### src/logic/serial_core_regs.svh
`ifndef SERIAL_CORE_REGS_SVH
`define SERIAL_CORE_REGS_SVH
// register byte offsets
`define OFS_STATUS      8'h00
`define OFS_DATA        8'h04
`define OFS_CTRL1       8'h08
`define OFS_CTRL2       8'h0c
`define OFS_BAUD        8'h10
// status_register fields
`define ST_TX_EMPTY     7
`define ST_SENT         6
`define ST_RX_FULL      5
`define ST_IDLE         4
`define ST_OVERRUN      3
`define ST_NOISE        2
`define ST_FRAMING      1
// control_register_1 fields
`define C1_RX_NINTH     7
`define C1_TX_NINTH     6
`define C1_WORD9        4
// control_register_2 fields
`define C2_TX_EMPTY_IE  7
`define C2_DONE_IE      6
`define C2_RX_FULL_IE   5
`define C2_IDLE_IE      4
`define C2_TX_EN        3
`define C2_RX_EN        2
`define C2_BREAK        0
// reset values
`define BAUD_RST        16'h0001
// sampling figures
`define TICK_LAST       4'hf
`define SAMPLE_A        4'h8
`define SAMPLE_B        4'h9
`define SAMPLE_C        4'ha
`define SAMPLE_NEXT     4'h2
`define BITS_WORD8      4'ha
`define BITS_WORD9      4'hb
`define IDLE_TICKS8     8'ha0
`define IDLE_TICKS9     8'hb0
`endif

### src/logic/serial_core_pkg.sv
`default_nettype none
package serial_core_pkg;
    typedef struct packed {
        logic        psel;
        logic        penable;
        logic        pwrite;
        logic [7:0]  paddr;
        logic [31:0] pwdata;
    } apb_req_t;
    typedef struct packed {
        logic        pready;
        logic        pslverr;
        logic [31:0] prdata;
    } apb_rsp_t;
    typedef enum logic {TX_IDLE, TX_BUSY} tx_state_t;
    typedef enum logic [1:0] {RX_HUNT, RX_FRAME} rx_state_t;
endpackage
`default_nettype wire

### src/logic/serial_core.sv
// Our own choices: the register addresses and register access over APB.
`timescale 1ns/1ps
`default_nettype none
`include "serial_core_regs.svh"
////////////////////////////////////////////////////////////////////////////////
// Function
// - word length 8 or 9 by control bit
// - start bit low, stop bit high
// - idle is whole frame of ones
// - ninth transmit bit from control register
// - shift data least significant bit first
// - enable sends idle frame, disable drops held data
// - tx empty cleared by status then write
// - tx empty set on shift load, interrupts
// - busy write goes to holding buffer
// - idle write loads shifter, starts at once
// - frame sent flag, interrupt, same clearing
// - break bit sends all-zero frames
// - one high bit after last break
// - received ninth bit into control register
// - receive enable starts start-bit search
// - received character fills buffer, sets full
// - rx full cleared by status then read
// - received break is a framing error
// - idle frame acts as character, interrupts
// - overrun keeps buffer, sets flag, interrupts
// - samples eight nine ten, noise flag
// - false start discarded, noise kept hidden
// - framing error flag, data still stored
// - sixteen samples, resync at start bit
module serial_core
    import serial_core_pkg::*;
(
    input  wire logic     clk_i,
    input  wire logic     sys_rst_i,
    input  wire apb_req_t apb_i,
    output apb_rsp_t      apb_o,
    input  wire logic     irq_mask_i,
    input  wire logic     serial_rx_in_i,
    output logic          serial_tx_o,
    output logic          serial_tx_oe_o,
    output logic          irq_o
);
////////////////////////////////////////////////////////////////////////////////
    apb_rsp_t   rsp_reg;
    logic       status_armed_reg;
    logic       word9_reg, tx_ninth_bit_reg, rx_ninth_bit_reg;
    logic       tx_empty_irq_en_reg, done_irq_en_reg, rx_full_irq_en_reg, idle_irq_en_reg;
    logic       tx_enable_reg, rx_enable_reg, send_break_reg;
    logic [15:0] baud_reg;
    logic       tx_buffer_empty_reg, frame_sent_flag_reg;
    logic       rx_buffer_full_reg, idle_flag_reg, overrun_reg;
    logic       noise_flag_reg, framing_error_flag_reg, noise_hidden_reg;
    logic [7:0] tx_holding_buffer_reg, rx_holding_buffer_reg;
    logic       hold_full_reg;
    logic       irq_reg;

    wire setup    = apb_i.psel & ~apb_i.penable;
    wire done_acc = apb_i.psel & apb_i.penable & rsp_reg.pready;
    wire hit_st   = (apb_i.paddr == `OFS_STATUS);
    wire hit_dat  = (apb_i.paddr == `OFS_DATA);
    wire hit_c1   = (apb_i.paddr == `OFS_CTRL1);
    wire hit_c2   = (apb_i.paddr == `OFS_CTRL2);
    wire hit_bd   = (apb_i.paddr == `OFS_BAUD);
    wire mapped   = hit_st | hit_dat | hit_c1 | hit_c2 | hit_bd;
    wire wr       = done_acc & apb_i.pwrite;
    wire data_wr  = wr & hit_dat;
    wire data_rd  = done_acc & ~apb_i.pwrite & hit_dat;
    wire tx_clear = data_wr & status_armed_reg;
    wire rx_clear = data_rd & status_armed_reg;
    wire c2_wr    = wr & hit_c2;
    wire te_new   = apb_i.pwdata[`C2_TX_EN];
    wire te_rise  = c2_wr & te_new & ~tx_enable_reg;
    wire te_fall  = c2_wr & ~te_new & tx_enable_reg;

    logic [7:0] status_v, ctrl1_v, ctrl2_v;
    logic [31:0] rd_mux;
    assign status_v = {tx_buffer_empty_reg, frame_sent_flag_reg, rx_buffer_full_reg,
                       idle_flag_reg, overrun_reg, noise_flag_reg, framing_error_flag_reg, 1'b0};
    assign ctrl1_v  = {rx_ninth_bit_reg, tx_ninth_bit_reg, 1'b0, word9_reg, 4'h0};
    assign ctrl2_v  = {tx_empty_irq_en_reg, done_irq_en_reg, rx_full_irq_en_reg, idle_irq_en_reg,
                       tx_enable_reg, rx_enable_reg, 1'b0, send_break_reg};
    assign rd_mux   = hit_st  ? {24'h0, status_v} :
                      hit_dat ? {24'h0, rx_holding_buffer_reg} :
                      hit_c1  ? {24'h0, ctrl1_v} :
                      hit_c2  ? {24'h0, ctrl2_v} :
                      hit_bd  ? {16'h0, baud_reg} : 32'h0;

    // bus answer: zero wait, data captured in setup
    always_ff @(posedge clk_i) begin
        if (sys_rst_i) begin
            rsp_reg <= '0;
        end else begin
            rsp_reg.pready  <= setup;
            rsp_reg.pslverr <= setup & ~mapped;
            rsp_reg.prdata  <= setup ? rd_mux : 32'h0;
        end
    end

    // status access arms the clearing sequence
    always_ff @(posedge clk_i) begin
        if (sys_rst_i) begin
            status_armed_reg <= 1'b0;
        end else if (done_acc & hit_st) begin
            status_armed_reg <= 1'b1;
        end else if (data_wr | data_rd) begin
            status_armed_reg <= 1'b0;
        end
    end

    always_ff @(posedge clk_i) begin
        if (sys_rst_i) begin
            word9_reg           <= 1'b0;
            tx_ninth_bit_reg    <= 1'b0;
            tx_empty_irq_en_reg <= 1'b0;
            done_irq_en_reg     <= 1'b0;
            rx_full_irq_en_reg  <= 1'b0;
            idle_irq_en_reg     <= 1'b0;
            tx_enable_reg       <= 1'b0;
            rx_enable_reg       <= 1'b0;
            send_break_reg      <= 1'b0;
            baud_reg            <= `BAUD_RST;
        end else begin
            if (wr & hit_c1) begin
                word9_reg        <= apb_i.pwdata[`C1_WORD9];
                tx_ninth_bit_reg <= apb_i.pwdata[`C1_TX_NINTH];
            end
            if (c2_wr) begin
                tx_empty_irq_en_reg <= apb_i.pwdata[`C2_TX_EMPTY_IE];
                done_irq_en_reg     <= apb_i.pwdata[`C2_DONE_IE];
                rx_full_irq_en_reg  <= apb_i.pwdata[`C2_RX_FULL_IE];
                idle_irq_en_reg     <= apb_i.pwdata[`C2_IDLE_IE];
                tx_enable_reg       <= te_new;
                rx_enable_reg       <= apb_i.pwdata[`C2_RX_EN];
                send_break_reg      <= apb_i.pwdata[`C2_BREAK];
            end
            if (wr & hit_bd) begin
                baud_reg <= apb_i.pwdata[15:0];
            end
        end
    end

////////////////////////////////////////////////////////////////////////////////
    // transmitter
    logic       tx_tick, rx_tick;
    tx_state_t  tx_state_reg;
    logic [10:0] tx_frame_reg;
    logic [3:0] tx_bits_reg, tx_cnt_reg;
    logic       idle_pending_reg, after_break_reg, tx_out_reg, tx_oe_reg;
    logic       tx_done;

    baud_tick #(.W(16)) u_tx_tick (
        .clk_i     (clk_i),
        .sys_rst_i (sys_rst_i),
        .divisor_i (baud_reg),
        .tick_o    (tx_tick)
    );

    wire [3:0]  frame_bits = word9_reg ? `BITS_WORD9 : `BITS_WORD8;
    wire        pad_bit    = word9_reg ? tx_ninth_bit_reg : 1'b1;
    wire [10:0] data_frame = {1'b1, pad_bit, tx_holding_buffer_reg, 1'b0};
    wire        tx_free    = (tx_state_reg == TX_IDLE) & tx_enable_reg;
    wire        load_brk   = tx_free & send_break_reg;
    wire        load_one   = tx_free & ~send_break_reg & after_break_reg;
    wire        load_idle  = tx_free & ~send_break_reg & ~after_break_reg & idle_pending_reg;
    wire        load_data  = tx_free & ~send_break_reg & ~after_break_reg & ~idle_pending_reg
                           & hold_full_reg;
    assign tx_done = (tx_state_reg == TX_BUSY) & tx_tick & (tx_cnt_reg == `TICK_LAST)
                   & (tx_bits_reg == 4'h1);

    always_ff @(posedge clk_i) begin
        if (sys_rst_i) begin
            tx_state_reg <= TX_IDLE;
            tx_frame_reg <= '1;
            tx_bits_reg  <= '0;
            tx_cnt_reg   <= '0;
            after_break_reg <= 1'b0;
        end else begin
            case (tx_state_reg)
                TX_IDLE: begin
                    tx_cnt_reg <= '0;
                    if (load_brk) begin
                        tx_frame_reg    <= '0;
                        tx_bits_reg     <= frame_bits;
                        after_break_reg <= 1'b1;
                        tx_state_reg    <= TX_BUSY;
                    end else if (load_one) begin
                        tx_frame_reg    <= '1;
                        tx_bits_reg     <= 4'h1;
                        after_break_reg <= 1'b0;
                        tx_state_reg    <= TX_BUSY;
                    end else if (load_idle) begin
                        tx_frame_reg <= '1;
                        tx_bits_reg  <= frame_bits;
                        tx_state_reg <= TX_BUSY;
                    end else if (load_data) begin
                        tx_frame_reg <= data_frame;
                        tx_bits_reg  <= frame_bits;
                        tx_state_reg <= TX_BUSY;
                    end
                end
                TX_BUSY: begin
                    if (tx_tick) begin
                        tx_cnt_reg <= tx_cnt_reg + 4'h1;
                        if (tx_cnt_reg == `TICK_LAST) begin
                            tx_frame_reg <= {1'b1, tx_frame_reg[10:1]};
                            tx_bits_reg  <= tx_bits_reg - 4'h1;
                            if (tx_bits_reg == 4'h1) begin
                                tx_state_reg <= TX_IDLE;
                            end
                        end
                    end
                end
                default: tx_state_reg <= TX_IDLE;
            endcase
        end
    end

    always_ff @(posedge clk_i) begin
        if (sys_rst_i) begin
            idle_pending_reg      <= 1'b0;
            hold_full_reg         <= 1'b0;
            tx_holding_buffer_reg <= '0;
        end else begin
            if (te_rise) begin
                idle_pending_reg <= 1'b1;
            end else if (load_idle) begin
                idle_pending_reg <= 1'b0;
            end
            if (data_wr) begin
                tx_holding_buffer_reg <= apb_i.pwdata[7:0];
                hold_full_reg         <= 1'b1;
            end else if (te_fall | load_data) begin
                hold_full_reg <= 1'b0;
            end
        end
    end

    // flags: hardware set wins over software clear
    always_ff @(posedge clk_i) begin
        if (sys_rst_i) begin
            tx_buffer_empty_reg <= 1'b1;
            frame_sent_flag_reg <= 1'b1;
        end else begin
            if (load_data) begin
                tx_buffer_empty_reg <= 1'b1;
            end else if (tx_clear) begin
                tx_buffer_empty_reg <= 1'b0;
            end
            if (tx_done) begin
                frame_sent_flag_reg <= 1'b1;
            end else if (tx_clear) begin
                frame_sent_flag_reg <= 1'b0;
            end
        end
    end

    always_ff @(posedge clk_i) begin
        if (sys_rst_i) begin
            tx_out_reg <= 1'b1;
            tx_oe_reg  <= 1'b0;
        end else begin
            tx_out_reg <= (tx_state_reg == TX_BUSY) ? tx_frame_reg[0] : 1'b1;
            tx_oe_reg  <= tx_enable_reg | rx_enable_reg | (tx_state_reg == TX_BUSY);
        end
    end

////////////////////////////////////////////////////////////////////////////////
    // receiver
    logic       rx_meta_reg, rxd_reg;
    rx_state_t  rx_state_reg;
    logic [3:0] rx_cnt_reg, rx_bit_reg;
    logic [1:0] samp_reg;
    logic [8:0] rx_shift_reg;
    logic       rx_noise_reg, line_high_reg, idle_seen_reg;
    logic [7:0] idle_cnt_reg;
    logic       vbit, vnoisy;

    always_ff @(posedge clk_i) begin
        if (sys_rst_i) begin
            rx_meta_reg <= 1'b1;
            rxd_reg     <= 1'b1;
        end else begin
            rx_meta_reg <= serial_rx_in_i;
            rxd_reg     <= rx_meta_reg;
        end
    end

    baud_tick #(.W(16)) u_rx_tick (
        .clk_i     (clk_i),
        .sys_rst_i (sys_rst_i),
        .divisor_i (baud_reg),
        .tick_o    (rx_tick)
    );

    vote3 u_vote (
        .samples_i ({rxd_reg, samp_reg}),
        .bit_o     (vbit),
        .noisy_o   (vnoisy)
    );

    wire       hunt      = rx_enable_reg & (rx_state_reg == RX_HUNT);
    wire       start_det = hunt & rx_tick & line_high_reg & ~rxd_reg;
    wire       decide    = (rx_state_reg == RX_FRAME) & rx_tick & (rx_cnt_reg == `SAMPLE_C);
    wire       false_st  = decide & (rx_bit_reg == 4'h0) & vbit;
    wire [3:0] stop_pos  = frame_bits - 4'h1;
    wire       char_done = decide & (rx_bit_reg == stop_pos);
    wire [7:0] idle_len  = word9_reg ? `IDLE_TICKS9 : `IDLE_TICKS8;
    wire       idle_det  = hunt & rx_tick & rxd_reg & ~idle_seen_reg
                         & (idle_cnt_reg == idle_len - 8'h1);
    wire       got_char  = char_done | idle_det;
    wire [7:0] rx_byte   = word9_reg ? rx_shift_reg[7:0] : rx_shift_reg[8:1];

    always_ff @(posedge clk_i) begin
        if (sys_rst_i) begin
            rx_state_reg  <= RX_HUNT;
            rx_cnt_reg    <= '0;
            rx_bit_reg    <= '0;
            samp_reg      <= '0;
            rx_shift_reg  <= '0;
            line_high_reg <= 1'b0;
        end else if (~rx_enable_reg) begin
            rx_state_reg  <= RX_HUNT;
            line_high_reg <= 1'b0;
        end else begin
            case (rx_state_reg)
                RX_HUNT: begin
                    if (rx_tick) begin
                        line_high_reg <= rxd_reg;
                    end
                    if (start_det) begin
                        rx_cnt_reg   <= `SAMPLE_NEXT;
                        rx_bit_reg   <= '0;
                        rx_state_reg <= RX_FRAME;
                    end
                end
                RX_FRAME: begin
                    if (rx_tick) begin
                        rx_cnt_reg <= rx_cnt_reg + 4'h1;
                        if (rx_cnt_reg == `SAMPLE_A || rx_cnt_reg == `SAMPLE_B) begin
                            samp_reg <= {rxd_reg, samp_reg[1]};
                        end
                        if (rx_cnt_reg == `TICK_LAST) begin
                            rx_bit_reg <= rx_bit_reg + 4'h1;
                        end
                        if (decide) begin
                            if (false_st || char_done) begin
                                rx_state_reg  <= RX_HUNT;
                                line_high_reg <= 1'b0;
                            end else if (rx_bit_reg != 4'h0) begin
                                rx_shift_reg <= {vbit, rx_shift_reg[8:1]};
                            end
                        end
                    end
                end
                default: rx_state_reg <= RX_HUNT;
            endcase
        end
    end

    // noise gathered over the frame, kept across false starts
    always_ff @(posedge clk_i) begin
        if (sys_rst_i) begin
            rx_noise_reg <= 1'b0;
        end else if (got_char) begin
            rx_noise_reg <= 1'b0;
        end else if (decide & vnoisy) begin
            rx_noise_reg <= 1'b1;
        end
    end
    assign noise_hidden_reg = rx_noise_reg;

    always_ff @(posedge clk_i) begin
        if (sys_rst_i) begin
            idle_cnt_reg  <= '0;
            idle_seen_reg <= 1'b0;
        end else if (~hunt | ~rxd_reg) begin
            idle_cnt_reg  <= '0;
            idle_seen_reg <= 1'b0;
        end else if (rx_tick & ~idle_seen_reg) begin
            idle_cnt_reg  <= idle_cnt_reg + 8'h1;
            idle_seen_reg <= idle_det;
        end
    end

    always_ff @(posedge clk_i) begin
        if (sys_rst_i) begin
            rx_buffer_full_reg     <= 1'b0;
            idle_flag_reg          <= 1'b0;
            overrun_reg            <= 1'b0;
            noise_flag_reg         <= 1'b0;
            framing_error_flag_reg <= 1'b0;
            rx_holding_buffer_reg  <= '0;
            rx_ninth_bit_reg       <= 1'b0;
        end else begin
            if (got_char & rx_buffer_full_reg) begin
                overrun_reg <= 1'b1;
            end else if (rx_clear) begin
                overrun_reg <= 1'b0;
            end
            if (got_char & ~rx_buffer_full_reg) begin
                rx_buffer_full_reg     <= 1'b1;
                noise_flag_reg         <= noise_hidden_reg | (char_done & vnoisy);
                framing_error_flag_reg <= char_done & ~vbit;
                idle_flag_reg          <= idle_det;
                rx_holding_buffer_reg  <= char_done ? rx_byte : 8'hff;
                rx_ninth_bit_reg       <= word9_reg & char_done & rx_shift_reg[8];
            end else if (rx_clear) begin
                rx_buffer_full_reg     <= 1'b0;
                noise_flag_reg         <= 1'b0;
                framing_error_flag_reg <= 1'b0;
                idle_flag_reg          <= 1'b0;
            end
        end
    end

    always_ff @(posedge clk_i) begin
        if (sys_rst_i) begin
            irq_reg <= 1'b0;
        end else begin
            irq_reg <= ~irq_mask_i & ((tx_buffer_empty_reg & tx_empty_irq_en_reg)
                     | (frame_sent_flag_reg & done_irq_en_reg)
                     | ((rx_buffer_full_reg | overrun_reg) & rx_full_irq_en_reg)
                     | (idle_flag_reg & idle_irq_en_reg));
        end
    end

    assign apb_o          = rsp_reg;
    assign serial_tx_o    = tx_out_reg;
    assign serial_tx_oe_o = tx_oe_reg;
    assign irq_o          = irq_reg;
endmodule
`default_nettype wire

### src/logic/baud_tick.sv
`timescale 1ns/1ps
`default_nettype none
module baud_tick #(
    parameter int W = 16
) (
    input  wire logic         clk_i,
    input  wire logic         sys_rst_i,
    input  wire logic [W-1:0] divisor_i,
    output logic              tick_o
);
    logic [W-1:0] cnt_reg;
    logic         tick_reg;
    wire          wrap = (cnt_reg <= W'(1));

    always_ff @(posedge clk_i) begin
        if (sys_rst_i) begin
            cnt_reg  <= '0;
            tick_reg <= 1'b0;
        end else begin
            cnt_reg  <= wrap ? divisor_i : cnt_reg - W'(1);
            tick_reg <= wrap;
        end
    end
    assign tick_o = tick_reg;
endmodule
`default_nettype wire

### src/logic/vote3.sv
`timescale 1ns/1ps
`default_nettype none
module vote3 (
    input  wire logic [2:0] samples_i,
    output logic            bit_o,
    output logic            noisy_o
);
    assign bit_o   = (samples_i[0] & samples_i[1]) | (samples_i[1] & samples_i[2])
                   | (samples_i[0] & samples_i[2]);
    assign noisy_o = (samples_i != 3'h0) && (samples_i != 3'h7);
endmodule
`default_nettype wire

### config.mk
export PLATFORM = sky130hd
export DESIGN_NAME = serial_core
export DESIGN_NICKNAME = d
export VERILOG_FILES = /design/src/logic/serial_core_pkg.sv /design/src/logic/serial_core.sv /design/src/logic/baud_tick.sv /design/src/logic/vote3.sv
export VERILOG_INCLUDE_DIRS = /design/src /design/src/logic
export SDC_FILE = /design/constraint.sdc
export NUM_CORES = 1
export LEC_CHECK = 0
export BUFFER_PORTS_ARGS = -buffer_cell sky130_fd_sc_hd__buf_2
export CAP_MARGIN = 20
export CORE_AREA = 3 3 140 142
export CTS_CLUSTER_SIZE = 8
export DETAILED_ROUTE_END_ITERATION = 6
export DIE_AREA = 0 0 143 145
export PLACE_DENSITY = 0.65
export SLEW_MARGIN = 30
export SYNTH_ARGS = -nofsm -noshare
export SYNTH_HDL_FRONTEND = slang
export SYNTH_SLANG_ARGS = --single-unit
### constraint.sdc
create_clock -name clk_i -period 2.25 [get_ports clk_i]
set_input_delay 0.225 -clock clk_i [delete_from_list [all_inputs] [get_ports clk_i]]
set_output_delay 0.225 -clock clk_i [all_outputs]
set_load 0.01 [all_outputs]
==> results.cfg <==
[place]
place.gp.congestion = 0.868
place_area_um2 = 7870
dp_hpwl_um = 12500
io_buffers = 51

[power_and_ir_drop]
p_leak_nw = 3.22
power_frac_comb = 0.237
ir_drop_mv = 0.638
p_switching_mw = 2.54
seq_power_share = 0.409
clkPwrFrac = 0.354
swShare = 0.307
powerDensity_nw_per_um2 = 972
p_int_mw = 5.71

[timing]
max_clock_freq_mhz = 505
worst_pin_slew_ns = 0.737
setup_viol = 0
maxSlewViolCount = 0
timing.final.crit_share = 0.880
clock-skew-final_ns = 0.00793
hold_viol = 0
layout_min_cycle_time_ns = 1.98
relSlewSlack = 0.509
rsz0062_at_grt = false
finalSetupTns_ns = 0

[logic_synthesis]
async_flop_share = 0
yosys_warnings = 0
synth_seq_cells = 161
synth_edf_count = 0
synth_compound_area_frac = 0.145
synth_simple_gate_area_share = 0.228
synthFlopType = dfxtp_1
synthTopCellsByArea = dfxtp_1 (44%), nor2_1 (6.6%), mux2i_1 (4.5%)
syn_area_um2 = 7310
synth_fa_ha_area_frac = 0.0253
synth_top_family_by_area = simple AND/OR/NAND/NOR gates
synth-xor-area-share = 0.0443
synthMuxAreaShare = 0.0575
yosysTopAreaCell = dfxtp_1
synth_top_area_frac = 0.441
synthCells = 830
ys_seq_area_frac = 0.441
syn_area_per_cell_um2 = 8.81
synth_cell_types = 64

[setup_path]
reg2reg_slack_ns = 0.27
reg2reg_to = u_tx_tick.cnt_reg[12]$_SDFF_PP0_
critPathCaptureType = flip-flop
crit_path_start_kind = flip-flop
critPathKind = flip-flop to flip-flop
crit_start = u_tx_tick.cnt_reg[12]$_SDFF_PP0_
cp.arrival_ns = 2.33
r2r_start = u_tx_tick.cnt_reg[12]$_SDFF_PP0_
r2r_cells = 5
worstPathMaxFanout = 16
required_ns = 2.60
worstSetupEndpoint = u_tx_tick.cnt_reg[12]$_SDFF_PP0_

[floorplan]
core_um2 = 18600
pin_count = 84
rows = 50
initial_utilization = 0.393
die_h_um = 145
dieWidth_um = 143
dieArea_um2 = 20700

[global_routing]
grt_usage = 0.174
grt_overflow = 0
grt_max_degree = 34
first_global_vias = 5518
grt_pass1_wl_um = 28700
antenna_found_initial = 2

[cells_and_area]
largest_reg_flops = 18
area_growth_syn_to_layout_pct = 16.1
fin_nets = 955
final_area_um2 = 8490
final.fill_count = 1742
layout-drive-gt1-share = 0.179

[status]
status = completed

[routing]
ant_nets = 0
viasPerCell = 5.19
routedWlPerCell_um = 15.4
drtIter0Drc = 442
via_count = 5930
detail_route.first_pass.iterations = 5
routed_wl_um = 17500
route.detailed.drc = 0

[flow_run]
maxCapViolations = 0

[clock_tree]
clkSlewWorstSetupHoldPaths_ns = 0.07
h-tree-depth = 4
clkLatencyLatePin_ns = 0.44
cts_made_buffers = 17
cts_buffer_depth = 2
post-cts-setup-buffer-count = 0
postCtsHoldBufs = 2
cts_resized = 0
cts_sinks = 161
tritoncts = done
root_buffer = clkbuf_16

[hold_path]
min_path_type = input pin to flip-flop
==> worst min-delay path by stage <==
stage	start	slack [ns]	cells after the start	to
3_3_place_gp	rx_meta_reg$_SDFF_PP1_	0.39	1	rxd_reg$_SDFF_PP1_
2_1_floorplan	irq_mask_i	0.30	1	irq_o$_SDFF_PP0_
3_5_place_dp	rx_meta_reg$_SDFF_PP1_	0.40	1	rxd_reg$_SDFF_PP1_
5_1_grt	apb_i[15]	0.03	3	baud_reg[15]$_SDFFE_PP0P_
6_report	apb_i[15]	0.02	3	baud_reg[15]$_SDFFE_PP0P_
4_1_cts	apb_i[15]	0.01	3	baud_reg[15]$_SDFFE_PP0P_
==> layout by cell type, fill, tap and decap left out, types with 22 or more instances in the layout <==
cell / n
nor2_1: 128
nand2_1: 78
inv_1: 23
mux2i_1: 33
o21ai_0: 30
nand3_1: 24
a21oi_1: 41
buf_2: 50
buf_4: 34
dfxtp_1: 161
xor2_1: 22
==> critical path, stage by stage (launching register included) <==
cell and delay (ns):
dfxtp_1 0.34, nor3_1 0.26, nand4b_1 0.15, or4b_1 0.67, buf_4 0.25, a211oi_1 0.23
==> final cells by class <==
type,instances,area (um2),share of cell area
Multi-Input combinational cell,604,3740,0.441
Sequential cell,161,3220,0.380
Timing Repair Buffer,87,546,0.0643
Clock buffer,19,443,0.0522
Tap cell,234,293,0.0345
Clock inverter,13,151,0.0178
Inverter,23,86.3,0.0102
Antenna cell,1,2.50,0.000295
==> cell usage after synthesis (all sizes together), types with 6 or more instances <==
cell type / count
dfxtp: 161
nor2: 129
nand2: 79
a21oi: 41
mux2i: 33
buf: 31
o21ai: 31
a211oi: 29
clkbuf: 26
nand3: 24
inv: 23
xor2: 22
nor3: 20
a22oi: 15
and3: 15
xnor2: 15
ha: 14
nand2b: 11
nand4: 11
nor4: 10
o22ai: 9
mux2: 8
or3: 8
or2: 7
nand3b: 6
==> power groups by stage <==
stage	registers, mW	clock network, mW	logic (mW)
after floorplan	3.39	0	1.69
after global placement	3.43	0	1.92
after detailed placement	3.43	0	1.95
after CTS	3.37	2.97	1.97
after global routing	3.42	3.08	2.21
final	3.38	2.92	1.95
==> per-stage QoR <==
step | worst slack (ns) | util | hold slack, ns | power (mW) | cells
floorplan | 0.386 | - | 0.298 | 5.07 | 845
global placement | 0.179 | 0.424 | 0.394 | 5.35 | 1107
detailed placement | 0.163 | 0.424 | 0.397 | 5.39 | 1107
CTS | 0.244 | 0.457 | 0.0106 | 8.31 | 1141
global route | 0.0586 | 0.457 | 0.0305 | 8.71 | 1142
finish | 0.269 | 0.457 | 0.0227 | 8.25 | 1142
==> routing by layer <==
layer	GRT usage	wire, um	up-vias
met3	0.0369	647	36
met2	0.266	8110	99
met5	0	13	-
met1	0.240	8290	2792
met4	0.0699	471	2
li1	-	-	3001
==> cell families after synthesis <==
kind of cell               after synthesis
and+or+nand+nor                        343
muxes                                   41
adders and majority gates               15
AOI/OAI and AO/OA                      152
other                                    1
buffers and inverters                   80
DFF                                    161
xor gates and xnor gates                37
Power figures use the tool's default switching activity.
